**config.mk**
```make
export PLATFORM = sky130hd
export DESIGN_NAME = operand_memory_read_cycle
export DESIGN_NICKNAME = d
export VERILOG_FILES = /design/src/verilog/opr_pkg.sv /design/src/verilog/operand_memory_read_cycle.sv /design/src/verilog/sync_2ff.sv
export SDC_FILE = /design/constraint.sdc
export NUM_CORES = 1
export LEC_CHECK = 0
export BUFFER_PORTS_ARGS = -buffer_cell sky130_fd_sc_hd__buf_2
export CAP_MARGIN = 20
export CELL_PAD_IN_SITES_DETAIL_PLACEMENT = 0
export CELL_PAD_IN_SITES_GLOBAL_PLACEMENT = 1
export CORE_UTILIZATION = 41
export DETAILED_ROUTE_END_ITERATION = 10
export GPL_TIMING_DRIVEN = 0
export PLACE_DENSITY_LB_ADDON = 0.12
export SLEW_MARGIN = 20
export SYNTH_ARGS = -nofsm -noshare
export SYNTH_HDL_FRONTEND = slang
export SYNTH_SLANG_ARGS = --single-unit
```
**constraint.sdc**
```tcl
create_clock -name clk -period 2.63 [get_ports clk]
set_clock_uncertainty 0.2 [all_clocks]
set_input_delay 0.263 -clock clk [delete_from_list [all_inputs] [get_ports clk]]
set_output_delay 0.263 -clock clk [all_outputs]
set_load 0.03 [all_outputs]
```
**src/verilog/opr_pkg.sv**
```systemverilog
// Purpose: shared types and constants for the operand read sequencer
// Assumes: 16-bit address bus, 8-bit data, one status byte per cycle
// Notes: status byte carries only the memory-read flag
package opr_pkg;

  typedef enum logic [1:0] {
    ST_IDLE = 2'b00,
    ST_T1 = 2'b01,
    ST_T2 = 2'b10,
    ST_T3 = 2'b11
  } tstate_t;

  typedef enum logic [1:0] {
    OPK_NONE = 2'b00,
    OPK_PORT = 2'b01,
    OPK_MEM = 2'b10
  } opkind_t;

  localparam logic [7:0] OPC_PORT_INPUT = 8'hDB;
  localparam logic [7:0] STATUS_MEM_READ = 8'h80;
  localparam int STATUS_READ_INDICATOR_POS = 7;
  localparam logic [1:0] PORT_READS = 2'h1;
  localparam logic [1:0] MEM_READS = 2'h2;
  localparam logic [15:0] PC_RESET = 16'h0000;
  localparam logic [7:0] STATUS_RESET = 8'h00;
  localparam logic [15:0] ONE_LOCATION = 16'h0001;

  typedef struct packed {
    logic [15:0] addr;
    logic [7:0] statusOut;
    logic statusOutEn_n;
    logic busCycleStart;
    logic memReadStatus;
    logic busDataInStrobe;
    logic readIndicator;
  } bus_out_t;

  typedef struct packed {
    logic fetchDone;
    logic [15:0] fetchPc;
    logic [7:0] opcode;
    opkind_t kind;
  } fetch_t;

  typedef struct packed {
    logic valid;
    logic [15:0] operand;
    logic [15:0] nextPc;
    logic inputReq;
  } operand_t;

endpackage

```
**src/verilog/operand_memory_read_cycle.sv**
```systemverilog
// Purpose: operand read machine cycles after an opcode fetch
// Assumes: phaseClk is the processor phase clock, sampled by clk
// Notes: T states advance on phaseClk rising edges, halves on falls

// Contract
// - port target: one operand read cycle
// - memory target: two consecutive read cycles
// - one byte per cycle, low then high
// - counter advances after fetch, sequential reads
// - each read cycle is T1, T2, T3
// - late T1: address, status, cycle start
// - cycle start goes onto the bus
// - status strobe low at T2 start
// - status passes outward while buffers enabled low
// - latched memory-read status high on bus
// - data-in window late T2 to early T3
// - data path needs strobe and panel gate
// - read indicator follows memory-read status
// - port input opcode: then input read cycle
module operand_memory_read_cycle #(
  parameter int ADDR_W = 16,
  parameter int DATA_W = 8
) (
  input wire logic clk,
  input wire logic rst_b,
  input wire logic phaseClk,
  input wire logic [7:0] dataIn,
  input wire logic panelInputGate,
  input wire opr_pkg::fetch_t fetch,
  output opr_pkg::bus_out_t busOut,
  output logic statusLatchPulseN,
  output logic cpuDataInWindow,
  output logic inputBufferEnableN,
  output logic dataInPathOpen,
  output opr_pkg::operand_t result,
  output opr_pkg::tstate_t tState
);
  import opr_pkg::*;

  if (ADDR_W != 16 || DATA_W != 8) begin : bad_width
    $error("only a 16-bit address and 8-bit data are supported");
  end

  logic [9:0] pinSync;
  logic phiSync;
  logic gateSync;
  logic [7:0] dataSync;
  logic phiPrev;
  logic phiRise;
  logic phiFall;
  logic pending;
  logic [1:0] readsLeft;
  logic [1:0] readsTotal;
  logic [15:0] pc;
  logic [15:0] addrReg;
  logic [7:0] statusReg;
  logic [7:0] latchedStatus;
  logic cycleStart;
  logic [7:0] opcodeReg;
  logic [15:0] operandReg;
  logic valid;
  logic inputReq;
  logic lastRead;
  logic cycleEnd;
  logic highByte;

  // data lines are stable around the window, so a plain sync is enough
  sync_2ff #(.W(10)) pins_sync (
    .clk(clk),
    .rst_b(rst_b),
    .d({phaseClk, panelInputGate, dataIn}),
    .q(pinSync)
  );
  assign phiSync = pinSync[9];
  assign gateSync = pinSync[8];
  assign dataSync = pinSync[7:0];

  always_ff @(posedge clk or negedge rst_b) begin
    if (!rst_b) begin
      phiPrev <= 1'b0;
    end else begin
      phiPrev <= phiSync;
    end
  end
  assign phiRise = phiSync & ~phiPrev;
  assign phiFall = ~phiSync & phiPrev;
  assign lastRead = (readsLeft == PORT_READS);
  assign cycleEnd = (tState == ST_T3) && phiRise;
  assign highByte = (readsTotal == MEM_READS) && lastRead;
  // request pending: a new fetch wins over the clear
  always_ff @(posedge clk or negedge rst_b) begin
    if (!rst_b) begin
      pending <= 1'b0;
    end else if (fetch.fetchDone && fetch.kind != OPK_NONE) begin
      pending <= 1'b1;
    end else if (tState == ST_IDLE && phiRise) begin
      pending <= 1'b0;
    end
  end
  always_ff @(posedge clk or negedge rst_b) begin
    if (!rst_b) begin
      readsLeft <= 2'h0;
      readsTotal <= 2'h0;
      opcodeReg <= 8'h00;
    end else if (fetch.fetchDone && fetch.kind != OPK_NONE) begin
      readsLeft <= (fetch.kind == OPK_MEM) ? MEM_READS : PORT_READS;
      readsTotal <= (fetch.kind == OPK_MEM) ? MEM_READS : PORT_READS;
      opcodeReg <= fetch.opcode;
    end else if (cycleEnd) begin
      readsLeft <= readsLeft - 2'h1;
    end
  end
  always_ff @(posedge clk or negedge rst_b) begin
    if (!rst_b) begin
      tState <= ST_IDLE;
    end else if (phiRise) begin
      case (tState)
        ST_IDLE: begin
          if (pending) begin
            tState <= ST_T1;
          end
        end
        ST_T1: begin
          tState <= ST_T2;
        end
        ST_T2: begin
          tState <= ST_T3;
        end
        ST_T3: begin
          tState <= lastRead ? ST_IDLE : ST_T1;
        end
        default: begin
          tState <= ST_IDLE;
        end
      endcase
    end
  end
  // counter steps after fetch and each read
  always_ff @(posedge clk or negedge rst_b) begin
    if (!rst_b) begin
      pc <= PC_RESET;
    end else if (fetch.fetchDone) begin
      pc <= fetch.fetchPc + ONE_LOCATION;
    end else if (cycleEnd) begin
      pc <= pc + ONE_LOCATION;
    end
  end
  // address and status out in late T1, held
  always_ff @(posedge clk or negedge rst_b) begin
    if (!rst_b) begin
      addrReg <= 16'h0000;
      statusReg <= STATUS_RESET;
    end else if (tState == ST_T1 && phiFall) begin
      addrReg <= pc;
      statusReg <= STATUS_MEM_READ;
    end
  end
  // cycle start from late T1 to T2 entry
  always_ff @(posedge clk or negedge rst_b) begin
    if (!rst_b) begin
      cycleStart <= 1'b0;
    end else if (tState == ST_T1 && phiFall) begin
      cycleStart <= 1'b1;
    end else if (tState == ST_T1 && phiRise) begin
      cycleStart <= 1'b0;
    end
  end
  // one clk low pulse on entry to T2
  always_ff @(posedge clk or negedge rst_b) begin
    if (!rst_b) begin
      statusLatchPulseN <= 1'b1;
    end else begin
      statusLatchPulseN <= ~(tState == ST_T1 && phiRise && cycleStart);
    end
  end
  // latch captured by the strobe, kept to cycle end
  always_ff @(posedge clk or negedge rst_b) begin
    if (!rst_b) begin
      latchedStatus <= STATUS_RESET;
    end else if (!statusLatchPulseN) begin
      latchedStatus <= statusReg;
    end else if (cycleEnd) begin
      latchedStatus <= STATUS_RESET;
    end
  end
  // window opens at T2 fall, closes at T3 fall
  always_ff @(posedge clk or negedge rst_b) begin
    if (!rst_b) begin
      cpuDataInWindow <= 1'b0;
    end else if (tState == ST_T2 && phiFall) begin
      cpuDataInWindow <= 1'b1;
    end else if (tState == ST_T3 && phiFall) begin
      cpuDataInWindow <= 1'b0;
    end
  end

  assign inputBufferEnableN = cpuDataInWindow;
  // panel gate blocks data in while panel is in use
  assign dataInPathOpen = cpuDataInWindow & gateSync;
  // byte sampled as the window closes in T3
  always_ff @(posedge clk or negedge rst_b) begin
    if (!rst_b) begin
      operandReg <= 16'h0000;
    end else if (fetch.fetchDone) begin
      operandReg <= 16'h0000;
    end else if (tState == ST_T3 && phiFall && dataInPathOpen) begin
      if (highByte) begin
        operandReg[15:8] <= dataSync;
      end else begin
        operandReg[7:0] <= dataSync;
      end
    end
  end
  // port input opcode asks for the input read next
  always_ff @(posedge clk or negedge rst_b) begin
    if (!rst_b) begin
      valid <= 1'b0;
      inputReq <= 1'b0;
    end else begin
      valid <= cycleEnd && lastRead;
      inputReq <= cycleEnd && lastRead && (opcodeReg == OPC_PORT_INPUT);
    end
  end

  always_comb begin
    busOut.addr = addrReg;
    busOut.statusOut = statusReg;
    // status drives outward only while buffers point out
    busOut.statusOutEn_n = inputBufferEnableN | (tState == ST_IDLE);
    busOut.busCycleStart = cycleStart;
    busOut.memReadStatus = latchedStatus[STATUS_READ_INDICATOR_POS];
    busOut.busDataInStrobe = cpuDataInWindow;
    // indicator lit by the read status
    busOut.readIndicator = latchedStatus[STATUS_READ_INDICATOR_POS];
    result.valid = valid;
    result.operand = operandReg;
    result.nextPc = pc;
    result.inputReq = inputReq;
  end
endmodule

```
**src/verilog/sync_2ff.sv**
```systemverilog
// Purpose: two-flop synchroniser for pins from outside the clk domain
// Assumes: each bit is a level, held long enough to be seen
// Notes: multi-bit data must be stable across its sampling window
module sync_2ff #(
  parameter int W = 1
) (
  input wire logic clk,
  input wire logic rst_b,
  input wire logic [W-1:0] d,
  output logic [W-1:0] q
);

  logic [W-1:0] meta;

  always_ff @(posedge clk or negedge rst_b) begin
    if (!rst_b) begin
      meta <= '0;
      q <= '0;
    end else begin
      meta <= d;
      q <= meta;
    end
  end

endmodule

```
==> flow_summary.ini <==
[logic_synthesis]
syn_inst = 343
synth_warnings = 0
synthTopCellsByCount = 90 x dfrtp_1, 30 x nand2_1, 29 x mux2i_1, 26 x mux2_2, 22 x nor2_1
yosysSeqAreaShare_pct = 54.68
synth_cell_type_count = 43
yosys-top-cells-area = dfrtp_1 54%, mux2_2 7.0%, mux2i_1 7.0%
syn_avg_cell_area_sq_um = 12.15
synth_ff_type = dfrtp_1
synth_seq_cells = 91
netlist.area_leader.share_pct = 54.05
yosysTopAreaCell = dfrtp_1
synthArstFlopShare_pct = 100.0
synth_edf_count = 0
yosysMostFrequentCell = dfrtp_1
syn_area_sq_mm = 0.004166

[setup_path]
crit_chain = buf_2 > buf_6 > buf_6 > buf_6 > buf_4 > mux2_2 > ha_2 > nand4b_1 > a22oi_2 > nand4_1 > xnor2_1 > mux2i_1
crit_buf_inv = 5
max_stage_delay_ns = 0.36
crit_top_cell = buf_6
crit_path_max_fanout = 10
endpoint_kind = flip-flop
cp-startpoint = fetch[26]
worst_ep_required_time_ns = 2.66
crit_family = buffers and inverters
crit_type = input pin to flip-flop
arrival_ns = 2.50
regToRegStartpoint = pc[0]$_DFFE_PN0P_
start_kind = input pin
critPathSlowestCell = a22oi_2

[job]
maxCapViolCount = 0

[place]
place_area_sq_mm = 0.004890
place_ws_ns = -0.5636
hpwl_microns = 6310
dp.cells = 583
port_buffers = 100
place.gp.congestion = 0.8202

[cts]
clk_pin_slew_ns = 0.10
clkLatencyLatePin_ns = 0.35
htreeDepth = 3
cts_tree = built
cts_buffers = 9
cts.path.max_buffers = 2
cts_sinks = 91
root_buffer = clkbuf_8

[sta]
fmax_ghz = 0.4043
min_period_ns = 2.473
hold_violations = 0
worst_slack_ns = 0.1567
hold_ws_ns = 0.03917
tightestPinTransition_ns = 0.6707
slew_violations = 0
rsz0062_at_grt = no
relSlewSlack_pct = 54.82
fin_crit_sh_pct = 94.04
setup_violations = 0

[hold_path]
min_path_type = input pin to flip-flop
worstHoldStart = fetch[1]

[route]
drt_first_iter_violations = 42
vias_per_cell = 4.789
wl_per_cell_microns = 14.40
first_pass_iters = 4
route.detailed.drc = 0
wl_microns = 8943
num_vias = 2974
antenna_left = 0

[final_layout]
fin_util_pct = 54.29
diodes = 0
design_area_sq_mm = 0.005331
fin_cells = 621
layout-drive-gt1-share_pct = 36.68
syn_to_final_growth_pct = 27.96
n_fill_cell = 942
nNetsFinal = 528

[grt]
track_usage_pct = 18.17
antenna_found_initial = 0
grt-ovfl-total = 0
grt_pass1_vias = 2744
grt_max_degree = 68
grt_pass1_wl_microns = 14420

[die]
die_width_microns = 102.8
dieArea_sq_mm = 0.01057
core_area_sq_mm = 0.009819
die_h_microns = 102.8
io_pins = 108
rows = 36
start_util_pct = 42.43

[power]
powerDensity_mw_per_mm2 = 798.2
irDropWorstVdd_mv = 0.3950
p_leak_uw = 0.002685

[run_status]
status = complete, no violations
[placed cells by master (no fill, tap or decap), types with 3 or more instances in the layout]
| cell type | instances |
|---|---|
| dlygate4sd3_1 | 21 |
| buf_6 | 4 |
| a22o_1 | 3 |
| and3_1 | 3 |
| buf_2 | 104 |
| nor2_1 | 22 |
| conb_1 | 7 |
| buf_4 | 15 |
| inv_1 | 8 |
| xnor2_1 | 7 |
| nand3_1 | 15 |
| nand3b_1 | 6 |
| nand2_1 | 30 |
| mux2i_1 | 29 |
| a21oi_1 | 5 |
| ha_1 | 5 |
| mux2_2 | 26 |
| o21ai_0 | 8 |
| nand4_1 | 8 |
| nand4b_1 | 4 |
| clkbuf_8 | 10 |
| xor2_1 | 20 |
| dfrtp_1 | 90 |
[layer usage]
layer	wire length [microns]	up-vias	track usage, %	share of wire (%)
met5	0	-	0	0
met4	65	0	4.550	0.73
met3	316	5	4.339	3.5
met2	4240	62	28.21	47
met1	4321	1455	25.72	48
li1	-	1452	-	-
[report_power, final]
| part | internal [uW] | switching [uW] |
|---|---|---|
| Sequential | 1650 | 198 |
| Combinational | 541 | 901 |
| Clock | 471 | 491 |
[logic make-up (layout without fill, tap and decap cells)]
family	Yosys count	after routing	share of synthesized area, %
and+or+nand+nor	102	102	13.60
DFF	91	91	54.68
muxes	55	55	13.99
buffers and inverters	31	170	4.534
AOI/OAI and AO/OA	30	30	5.616
xor gates and xnor gates	27	27	5.676
adders and majority gates	6	6	1.802
other	1	7	0.09000
[registers in the layout, indices dropped and copies added, names as in the netlist]
| signal | count |
|---|---|
| latchedStatus | 1 |
| operandReg | 16 |
| pins_sync.meta | 10 |
| phiPrev | 1 |
| statusReg | 1 |
| tState | 2 |
| pc | 16 |
| readsTotal | 2 |
| statusLatchPulseN | 1 |
| inputReq | 1 |
| cpuDataInWindow | 1 |
| valid | 1 |
| readsLeft | 2 |
| pending | 1 |
| pins_sync.q | 10 |
| cycleStart | 1 |
| opcodeReg | 8 |
| addrReg | 16 |
[tightest hold or removal path: stages]
cell	delay, ns
buf_2	0.11
a21oi_1	0.06
a21oi_1	0.11
[stage by stage]
stage / total power (uW) / TNS [ns]
finish: 4255 / 0
CTS: 4311 / -0.01750
global placement: 3276 / -2.331
floorplan: 2856 / 0
detailed placement: 3309 / -2.500
global route: 4516 / 0
[path summary, 6_finish.rpt]
check                                            end  slack [ns]  cells after the start
setup / recovery                  pc[12]$_DFFE_PN0P_        0.16                     12
hold / removal             readsTotal[1]$_DFFE_PN0P_        0.04                      3
setup reg to reg                  pc[12]$_DFFE_PN0P_        0.42                      7
hold reg to reg             pins_sync.q[8]$_DFF_PN0_        0.15                      0
max in group asynchronous   pins_sync.q[5]$_DFF_PN0_        1.49                      3
min in group asynchronous         pc[10]$_DFFE_PN0P_        0.14                      2
[final cells by class]
class | instances | area, sq um | area share [%]
clock inverters | 5 | 61.31 | 1.150
flip-flops and latches | 91 | 2278 | 42.74
inverters | 8 | 30.03 | 0.5632
well taps | 133 | 166.4 | 3.121
clock buffers | 11 | 141.4 | 2.652
multi-input cells | 227 | 1734 | 32.53
repair buffers | 123 | 752.0 | 14.10
plain buffers | 23 | 167.7 | 3.145
[what timing repair did]
| item | 4_1_cts | 5_1_grt |
|---|---|---|
| hold endpoints to repair | 112 | 0 |
| setup buffers | 1 | 0 |
| endpoints found under the setup margin | 4 | 5 |
| pin swaps | 0 | 2 |
| resized for setup | 2 | 5 |
| gates cloned | 0 | 0 |
| hold buffers | 21 | 0 |
Power figures use the tool's default switching activity.
